<file path="config.mk">
export PLATFORM = sky130hd
export DESIGN_NAME = smi_top
export DESIGN_NICKNAME = d
export VERILOG_FILES = /design/src/shared/smi_pkg.sv /design/src/core/smi_sync.sv /design/src/core/smi_top.sv
export SDC_FILE = /design/constraint.sdc
export NUM_CORES = 1
export LEC_CHECK = 0
export BUFFER_PORTS_ARGS = -buffer_cell sky130_fd_sc_hd__buf_2
export CORE_UTILIZATION = 30
export CTS_CLUSTER_DIAMETER = 60
export CTS_CLUSTER_SIZE = 8
export DETAILED_ROUTE_END_ITERATION = 10
export PLACE_DENSITY = 0.51
export SYNTH_ARGS = -nofsm -noshare
export SYNTH_HDL_FRONTEND = slang
export SYNTH_SLANG_ARGS = --single-unit
</file>
<file path="constraint.sdc">
create_clock -name ref_clk -period 4.3 [get_ports ref_clk]
set_input_delay 0.215 -clock ref_clk [delete_from_list [all_inputs] [get_ports ref_clk]]
set_output_delay 0.215 -clock ref_clk [all_outputs]
set_load 0.01 [all_outputs]
</file>
<file path="src/shared/smi_pkg.sv">
package smi_pkg;

	////////////////////////////////////////////////////////////////////////
	localparam int unsigned CLK_HZ = 20_000_000;
	localparam int unsigned SEL_TIME_MS = 500;
	// Low time is a least time, counted in whole cycles with no rounding up, and at least 1
	localparam int unsigned SEL_CYCLES =
		(SEL_TIME_MS * (CLK_HZ / 1000) + 0) > 0 ?
		SEL_TIME_MS * (CLK_HZ / 1000) : 1;
	localparam int unsigned SEL_CNT_W = 24;

	localparam logic [6:0] SLAVE_ADDR = 7'h5c;
	localparam int unsigned BITS_PER_BYTE = 8;
	localparam int unsigned FRAME_BYTES = 6;
	localparam logic [3:0] BIT_ACK = 4'h8;
	localparam logic [2:0] LAST_BYTE = 3'h5;
	localparam logic [15:0] CRC_INIT = 16'hffff;
	localparam logic [15:0] CRC_POLY = 16'ha001;

	////////////////////////////////////////////////////////////////////////
	typedef struct packed {
		logic [15:0] humidity;
		logic [15:0] temperature;
	} smi_reading_s;

	// Byte order on the wire: humidity, temperature, then CRC low first
	typedef struct packed {
		smi_reading_s reading;
		logic [15:0] crc;
	} smi_frame_s;

	typedef enum logic {
		SMI_MODE_SINGLE,
		SMI_MODE_I2C
	} smi_mode_e;

	// Reflected CRC-16 over the four reading bytes
	function automatic logic [15:0] smi_crc(input smi_reading_s r);
		logic [15:0] c;
		logic [31:0] d;
		c = CRC_INIT;
		d = r;
		for (int i = 3; i >= 0; i--) begin
			c = c ^ {8'h00, d[i*8 +: 8]};
			for (int b = 0; b < 8; b++) begin
				c = c[0] ? ((c >> 1) ^ CRC_POLY) : (c >> 1);
			end
		end
		return c;
	endfunction

	function automatic smi_frame_s smi_make_frame(input smi_reading_s r);
		smi_frame_s f;
		logic [15:0] c;
		c = smi_crc(r);
		f.reading = r;
		f.crc = {c[7:0], c[15:8]};
		return f;
	endfunction

endpackage

</file>
<file path="src/core/smi_sync.sv">
`timescale 1ns/1ps
module smi_sync #(
	parameter int unsigned W = 2
) (
	input wire logic ref_clk,
	input wire logic rst,
	input wire logic [W-1:0] asyncIn,
	output logic [W-1:0] syncOut
);

	logic [W-1:0] stage1_reg;

	// Pins idle high under their pull-ups
	genvar g;
	generate
		for (g = 0; g < W; g++) begin : gSync
			always_ff @(posedge ref_clk) begin
				if (rst) begin
					stage1_reg[g] <= 1'b1;
					syncOut[g] <= 1'b1;
				end else begin
					stage1_reg[g] <= asyncIn[g];
					syncOut[g] <= stage1_reg[g];
				end
			end
		end
	endgenerate

endmodule

</file>
<file path="src/core/smi_top.sv">
`timescale 1ns/1ps
module smi_top #(
	parameter int unsigned SEL_CYCLES = smi_pkg::SEL_CYCLES
) (
	input wire logic ref_clk,
	input wire logic rst,
	input wire logic sclIn,
	input wire logic sdaIn,
	output logic sdaOut,
	output logic sdaOe,
	input wire smi_pkg::smi_reading_s reading,
	output smi_pkg::smi_frame_s frameOut,
	output logic modeDone,
	output smi_pkg::smi_mode_e mode,
	output logic [7:0] wrData,
	output logic wrStrobe
);

	typedef enum logic [2:0] {
		ST_IDLE,
		ST_ADDR,
		ST_ACK_ADDR,
		ST_WRITE,
		ST_ACK_WR,
		ST_READ,
		ST_ACK_RD
	} smi_state_e;

	////////////////////////////////////////////////////////////////////////
	// Pin synchronisers
	logic [1:0] pinSync;
	logic sclS;
	logic sdaS;
	logic sclPrev_reg;
	logic sdaPrev_reg;

	smi_sync #(.W(2)) uSync (
		.ref_clk(ref_clk),
		.rst(rst),
		.asyncIn({sclIn, sdaIn}),
		.syncOut(pinSync)
	);

	assign sclS = pinSync[1];
	assign sdaS = pinSync[0];

	always_ff @(posedge ref_clk) begin
		if (rst) begin
			sclPrev_reg <= 1'b1;
			sdaPrev_reg <= 1'b1;
		end else begin
			sclPrev_reg <= sclS;
			sdaPrev_reg <= sdaS;
		end
	end

	logic sclRise;
	logic sclFall;
	logic startCond;
	logic stopCond;

	assign sclRise = sclS & ~sclPrev_reg;
	assign sclFall = ~sclS & sclPrev_reg;
	assign startCond = sclS & sclPrev_reg & sdaPrev_reg & ~sdaS;
	assign stopCond = sclS & sclPrev_reg & ~sdaPrev_reg & sdaS;

	////////////////////////////////////////////////////////////////////////
	// Mode selection, made once per reset
	logic [smi_pkg::SEL_CNT_W-1:0] selCnt_reg;
	logic isI2c;
	// The synchroniser shows its reset level for two edges after
	// release, so the pin is not judged until a real sample arrives
	logic [1:0] pinValid_reg;

	always_ff @(posedge ref_clk) begin
		if (rst) begin
			pinValid_reg <= 2'h0;
		end else begin
			pinValid_reg <= {pinValid_reg[0], 1'b1};
		end
	end

	always_ff @(posedge ref_clk) begin
		if (rst) begin
			selCnt_reg <= '0;
			modeDone <= 1'b0;
			mode <= smi_pkg::SMI_MODE_SINGLE;
		end else if (!modeDone && pinValid_reg[1]) begin
			if (sclS) begin
				mode <= smi_pkg::SMI_MODE_I2C;
				modeDone <= 1'b1;
			end else if (selCnt_reg ==
				smi_pkg::SEL_CNT_W'(SEL_CYCLES - 1)) begin
				mode <= smi_pkg::SMI_MODE_SINGLE;
				modeDone <= 1'b1;
			end else begin
				selCnt_reg <= selCnt_reg + 1'b1;
			end
		end
		// No path clears modeDone short of reset, so the choice holds
	end

	assign isI2c = modeDone && (mode == smi_pkg::SMI_MODE_I2C);

	////////////////////////////////////////////////////////////////////////
	// Readout frame, refreshed every cycle in either mode
	always_ff @(posedge ref_clk) begin
		if (rst) begin
			frameOut <= '0;
		end else begin
			frameOut <= smi_pkg::smi_make_frame(reading);
		end
	end

	function automatic logic [7:0] frame_byte(
		input smi_pkg::smi_frame_s f,
		input logic [2:0] idx
	);
		logic [47:0] flat;
		flat = f;
		unique case (idx)
			3'h0: frame_byte = flat[47:40];
			3'h1: frame_byte = flat[39:32];
			3'h2: frame_byte = flat[31:24];
			3'h3: frame_byte = flat[23:16];
			3'h4: frame_byte = flat[15:8];
			3'h5: frame_byte = flat[7:0];
			default: frame_byte = 8'hff;
		endcase
	endfunction

	////////////////////////////////////////////////////////////////////////
	// I2C slave
	smi_state_e state_reg;
	logic [3:0] bitCnt_reg;
	logic [7:0] rxShift_reg;
	logic [7:0] txShift_reg;
	logic readDir_reg;
	logic [2:0] bytePtr_reg;
	smi_pkg::smi_frame_s snap_reg;
	logic [7:0] nextByte;

	assign nextByte = frame_byte(snap_reg, bytePtr_reg);

	always_ff @(posedge ref_clk) begin
		if (rst) begin
			state_reg <= ST_IDLE;
			bitCnt_reg <= 4'h0;
			rxShift_reg <= 8'h00;
			txShift_reg <= 8'h00;
			readDir_reg <= 1'b0;
			bytePtr_reg <= 3'h0;
			snap_reg <= '0;
			sdaOe <= 1'b0;
			wrData <= 8'h00;
			wrStrobe <= 1'b0;
		end else begin
			wrStrobe <= 1'b0;
			if (!isI2c || stopCond) begin
				state_reg <= ST_IDLE;
				sdaOe <= 1'b0;
			end else if (startCond) begin
				// Repeated start also lands here
				state_reg <= ST_ADDR;
				bitCnt_reg <= 4'h0;
				sdaOe <= 1'b0;
			end else begin
				unique case (state_reg)
				ST_IDLE: begin
					sdaOe <= 1'b0;
				end
				ST_ADDR, ST_WRITE: begin
					if (sclRise && bitCnt_reg != smi_pkg::BIT_ACK) begin
						rxShift_reg <= {rxShift_reg[6:0], sdaS};
						bitCnt_reg <= bitCnt_reg + 1'b1;
					end else if (sclFall &&
						bitCnt_reg == smi_pkg::BIT_ACK) begin
						if (state_reg == ST_WRITE) begin
							sdaOe <= 1'b1;
							wrData <= rxShift_reg;
							wrStrobe <= 1'b1;
							state_reg <= ST_ACK_WR;
						end else if (rxShift_reg[7:1] ==
							smi_pkg::SLAVE_ADDR) begin
							// Only one such sensor per segment
							sdaOe <= 1'b1;
							readDir_reg <= rxShift_reg[0];
							bytePtr_reg <= 3'h0;
							snap_reg <= frameOut;
							state_reg <= ST_ACK_ADDR;
						end else begin
							state_reg <= ST_IDLE;
						end
					end
				end
				ST_ACK_ADDR, ST_ACK_WR: begin
					if (sclFall) begin
						bitCnt_reg <= 4'h0;
						if (state_reg == ST_ACK_ADDR && readDir_reg) begin
							sdaOe <= ~nextByte[7];
							txShift_reg <= {nextByte[6:0], 1'b1};
							bitCnt_reg <= 4'h1;
							state_reg <= ST_READ;
						end else begin
							sdaOe <= 1'b0;
							state_reg <= ST_WRITE;
						end
					end
				end
				ST_READ: begin
					if (sclFall) begin
						if (bitCnt_reg == smi_pkg::BIT_ACK) begin
							sdaOe <= 1'b0;
							state_reg <= ST_ACK_RD;
						end else begin
							sdaOe <= ~txShift_reg[7];
							txShift_reg <= {txShift_reg[6:0], 1'b1};
							bitCnt_reg <= bitCnt_reg + 1'b1;
						end
					end
				end
				ST_ACK_RD: begin
					if (sclRise) begin
						if (sdaS) begin
							// Host declined more bytes
							state_reg <= ST_IDLE;
						end else if (bytePtr_reg != smi_pkg::LAST_BYTE) begin
							bytePtr_reg <= bytePtr_reg + 1'b1;
						end
					end else if (sclFall) begin
						sdaOe <= ~nextByte[7];
						txShift_reg <= {nextByte[6:0], 1'b1};
						bitCnt_reg <= 4'h1;
						state_reg <= ST_READ;
					end
				end
				endcase
			end
		end
	end

	// Open drain: only ever pulls low, the pull-up makes the high
	always_ff @(posedge ref_clk) begin
		if (rst) begin
			sdaOut <= 1'b0;
		end else begin
			sdaOut <= 1'b0;
		end
	end

endmodule

</file>
# == Word-level counts from Yosys, hierarchy flattened ==
# Index checks and enable logic that the tools add are counted.
# op_classes
addsub,3
bitwise,57
n_eq_ne,44
n_mux,87
reduce_logical,32
# op_table
operator,count
16-bit 2-to-1 mux,31
2-bit NOT with 3-bit output,32
3-bit 2-to-1 mux,17
8-bit 2-to-1 mux,6
8-bit case mux with 6 select lines,1
16-bit by 8-bit bitwise XOR with 16-bit output,3
3-bit inequality test (second input constant),12
4-bit 2-to-1 mux,7
2-bit inequality test (second input constant),14
24-bit by 1-bit adder with 24-bit output (second input constant),1
24-bit == test (second input constant),1
8-bit case mux with 3 select lines,1
8-bit AND reduction,3
1-bit 2-to-1 mux,18
8-bit NOT with 16-bit output,1
4-bit case mux with 4 select lines,1
3-bit == test (second input constant),5
14-bit 2-to-1 mux,1
1-bit NOT,14
7-bit AND reduction,2
3-bit by 2-bit == test with 1-bit output (second input constant),4
3-bit case mux with 4 select lines,1
10-bit AND reduction,1
9-bit AND reduction,1
other kinds (27),45
# totals
register_bits,167
output_inout_bits,61
in_bits,36
word_cells,251

# == Logic depth before layout (Yosys ltp) ==
# depth
depth_word,68
depth_mapped,11
mapped_depth_nobuf,8

# == Cells and area by module ==
# Synthesis repeated with hierarchy kept, for this count alone.
# hier_totals
hier_cells,808
hier_area_um2,7275.7
# modules_own_cells
module,seq_area_each_um2,cells_per_inst,n_inst,area_each_um2
smi_top,3263.1,800,1,7170.6
smi_sync,80.1,8,1,105.1

# == Worst setup path after synthesis ==
# No wires, ideal clock.
# synth_timing
path_type,register to register
from,register bytePtr_reg[2]
to,register txShift_reg[6]
path_slack_ps,2093
required_ps,4230
arrival_time_ps,2137
path_stages_with_launch,8
setup_ps,70
n_path_buf,1
synth_period_minus_slack_ps,2207
path_cell_list,dfxtp_1 > clkinv_1 > ha_1 > buf_1 > a2111oi_2 > nor3_1 > a311o_1 > a21oi_1
# synth_via
elab_chain_cells,5
elab_cells_between_ends,12
cone_classes,5 x eq/ne; 6 x mux; 1 x reduce/logical
# synth_lines
element,line,source
from (decl),smi_top.sv:139,logic [2:0] bytePtr_reg;
from (signal assigned),smi_top.sv:228,bytePtr_reg <= bytePtr_reg + 1'b1;
3-bit == test (tied with other cells),smi_top.sv:121,unique case (idx)
8-bit case mux with 6 select lines *,smi_top.sv:121,
8-bit 2-to-1 mux (on tied branches),"smi_top.sv:230, smi_top.sv:199",
8-bit 2-to-1 mux (on tied branches),"smi_top.sv:223, smi_top.sv:197",
8-bit case mux with 3 select lines *,smi_top.sv:168,unique case (state_reg)
to (signal assigned),smi_top.sv:201,"txShift_reg <= {nextByte[6:0], 1'b1};"
to (signal assigned),smi_top.sv:217,"txShift_reg <= {txShift_reg[6:0], 1'b1};"
to (signal assigned),smi_top.sv:232,"txShift_reg <= {nextByte[6:0], 1'b1};"
to (decl),smi_top.sv:137,logic [7:0] txShift_reg;
# Mark *: on every way between the ends. The rest lies on a longest branch, timed or not. The select of a mux whose other input is x is not followed.
# A chain may end at the register's enable or synchronous reset.

# == Worst setup path after layout ==
# Ends and elaborated chain as after synthesis.

==> qor.txt <==
status - completed
gr usage total - 15.45%
Via Count - 5725
Gate Count Post-Synth - 823
Yosys top cell by area - dfxtp_1
die span in y - 157.0 µm
Max VDD drop - 0.2281 mV
cts bufs inserted - 17
utilization after layout - 36.38%
clk_skew - 0.01314 ns
met3 wire len - 886 µm
routed length on met1 - 9.098 mm
Max Used Layer - met4
Static Leak - 3.237 nW
grt total ovfl - 0
critical-path maximum fanout - 14
Worst Path Arrival - 3.22 ns
Ys Warns - 0
share of layout cells above drive strength 1 - 16.32%
EDFF count, synth - 0
DRT iter0 DRCs - 450
crit path launch type - flop
Final nets - 941
crit path time final - 2.859 ns
Final Cycle Share - 66.50%
Starting Density - 30.61%
final WL - 18.28 mm
Max stage delay on crit path - 0.71 ns
clock latency on the worst-skew pair - 0.44 ns
number of I/O pins - 97
vias in the first global route - 5398
Max-Cap Viols - 0
endpoints failing setup - 0
Placer Congestion - 0.8225
max-slew violation count - 0
row cnt - 56
Least-Margin Pin Slew - 0.9563 ns
wire length on met2 - 8.058 mm
CP top delay family - compound AO/OA/AOI/OAI gates
fmax - 349.7 MHz
Buffers & Inverters on Critical Path - 1
Crit. End Element - flop
setup tns final - 0 ns
largest net degree at the start of global routing - 89
post-synthesis sequential area ratio - 46.40%
RSZ-0062 raised after global routing - no
antenna cells - 0
Post-synth ARST share - 0%
Root Buffer - clkbuf_16
CTS tree - yes
Reg clk slew, reported paths - 0.07 ns
vias per std cell - 4.670
Crit Path Category - reg2reg
mapped cell area - 7206 µm²
WL/cell - 14.91 µm
core area - 23540 µm²
P&R area growth vs syn - 18.87%
HPWL after DPL - 12.86 mm
most frequent cells in the layout - dfxtp_1 (167), nand2_1 (137), buf_2 (94)
Synth top area share - 46.40%
port bufs - 95
H-tree levels - 4
Cell Pwr Density - 425.2 nW/µm²
# clock sinks - 167
#FFs+latches synth - 167
largest cells by area after synthesis - dfxtp_1 (46%), nand2_1 (7.1%), xnor2_1 (6.8%), a21oi_1 (6.0%), nor2_1 (3.7%)
most common cell after layout, fill and taps aside - dfxtp_1
initial antenna violation count - 0
Synth Flop Type - dfxtp_1
Syn Nets - 870
Slew headroom - 36.18%
Critical-path top delay cell - a2111oi_2
worst-path cell chain - clkinv_1, ha_1, a2111oi_2, nor3_1, a311o_1, a21oi_1
post-CTS setup buffer count - 0
Syn Area/Cell - 8.755 µm²
clk buf depth - 2
drt first pass iters - 4
final hold violation count - 0
Antenna Nets Post-Route - 0
first-pass GRT wire length - 29.35 mm
DRC viols - 0
Req. time, crit path - 4.66 ns
die width - 157.0 µm
synth unique cells - 61
die area - 24640 µm²
worst hold path type - in2reg
==> worst reg2reg max path: stages (launching register included) <==
cell and delay, ns:
dfxtp_1 0.61, clkinv_1 0.40, ha_1 0.45, a2111oi_2 0.71
nor3_1 0.12, a311o_1 0.37, a21oi_1 0.13
==> worst paths after layout <==
| check | startpoint | endpoint | slack, ns | depth (start not counted) |
|---|---|---|---|---|
| setup reg to reg | bytePtr_reg[2]$_SDFFE_PP0P_ | txShift_reg[6]$_SDFFE_PP0P_ | 1.44 | 6 |
| hold reg to reg | uSync.stage1_reg[1]$_SDFF_PP1_ | uSync.syncOut[1]$_SDFF_PP1_ | 0.42 | 1 |
| hold / removal | reading[5] | frameOut[21]$_SDFF_PP0_ | 0.04 | 2 |
| setup / recovery | bytePtr_reg[2]$_SDFFE_PP0P_ | txShift_reg[6]$_SDFFE_PP0P_ | 1.44 | 6 |
==> through the flow <==
stage	hold WS [ns]	worst slack [ns]	power (mW)	instances	area (µm²)
global placement	0.4046	1.537	2.103	1191	7925
global route	0.02997	1.199	3.784	1226	8566
floorplan	0.3188	2.093	1.950	823	7206
detailed placement	0.4014	1.485	2.105	1191	7925
CTS	0.02437	1.476	3.683	1226	8566
finish	0.03853	1.441	3.642	1226	8566
==> routing by layer <==
layer  vias up  track usage [%]
li1       2931                -
met1      2640            20.83
met2       137            23.45
met3        17            4.047
met4         0            5.882
met5         -                0
==> what timing repair did <==
action	4_1_cts	5_1_grt
hold buffers	3	0
resized for setup	0	0
endpoints found under the setup margin	0	0
endpoints found under the hold margin	3	0
==> layout make-up <==
| type | instances | area [µm²] |
|---|---|---|
| fill | 2546 | 14980 |
| multi-input combinational | 587 | 3595 |
| sequential | 167 | 3343 |
| timing repair buffer | 101 | 543.0 |
| clock buffer | 18 | 439.2 |
| tap | 319 | 399.1 |
| clock inverter | 14 | 171.4 |
| inverter | 20 | 75.07 |
==> logic make-up (layout without fill, tap and decap cells) <==
| logic type | Yosys count | after routing | share of synthesized area (%) |
|---|---|---|---|
| multiplexers | 24 | 24 | 3.438 |
| AND/OR/NAND/NOR | 321 | 321 | 20.65 |
| adder cells (fa/ha/maj) | 11 | 11 | 1.910 |
| XOR/XNOR | 76 | 76 | 10.71 |
| flip-flops | 167 | 167 | 46.40 |
| other | 1 | 1 | 0.05204 |
| AO/OA/AOI/OAI | 154 | 154 | 13.13 |
| buffers and inverters | 69 | 153 | 3.716 |
==> cells in the mapped netlist, types with 3 or more instances <==
cell type / count
a21oi_1: 87
a222oi_1: 7
a22o_1: 6
a31oi_1: 8
and2_1: 4
and3_1: 4
and4_1: 4
buf_2: 4
clkbuf_1: 42
dfxtp_1: 167
ha_1: 11
inv_1: 19
mux2_2: 6
mux2i_1: 18
nand2_1: 137
nand2b_1: 4
nand3_1: 12
nand4_1: 6
nor2_1: 71
nor2b_1: 37
nor3_1: 15
nor4b_1: 3
o21ai_0: 18
or2_2: 5
or3_1: 8
xnor2_1: 56
xnor3_1: 5
xor2_1: 12
==> where the power goes <==
group / leakage (nW) / total, mW / internal (mW) / switching [mW]
Sequential: 1.36 / 1.64 / 1.60 / 0.0362
Clock: 0.301 / 1.58 / 0.852 / 0.726
Combinational: 1.58 / 0.427 / 0.216 / 0.211
No activity file was read; power rests on OpenSTA's default activity.
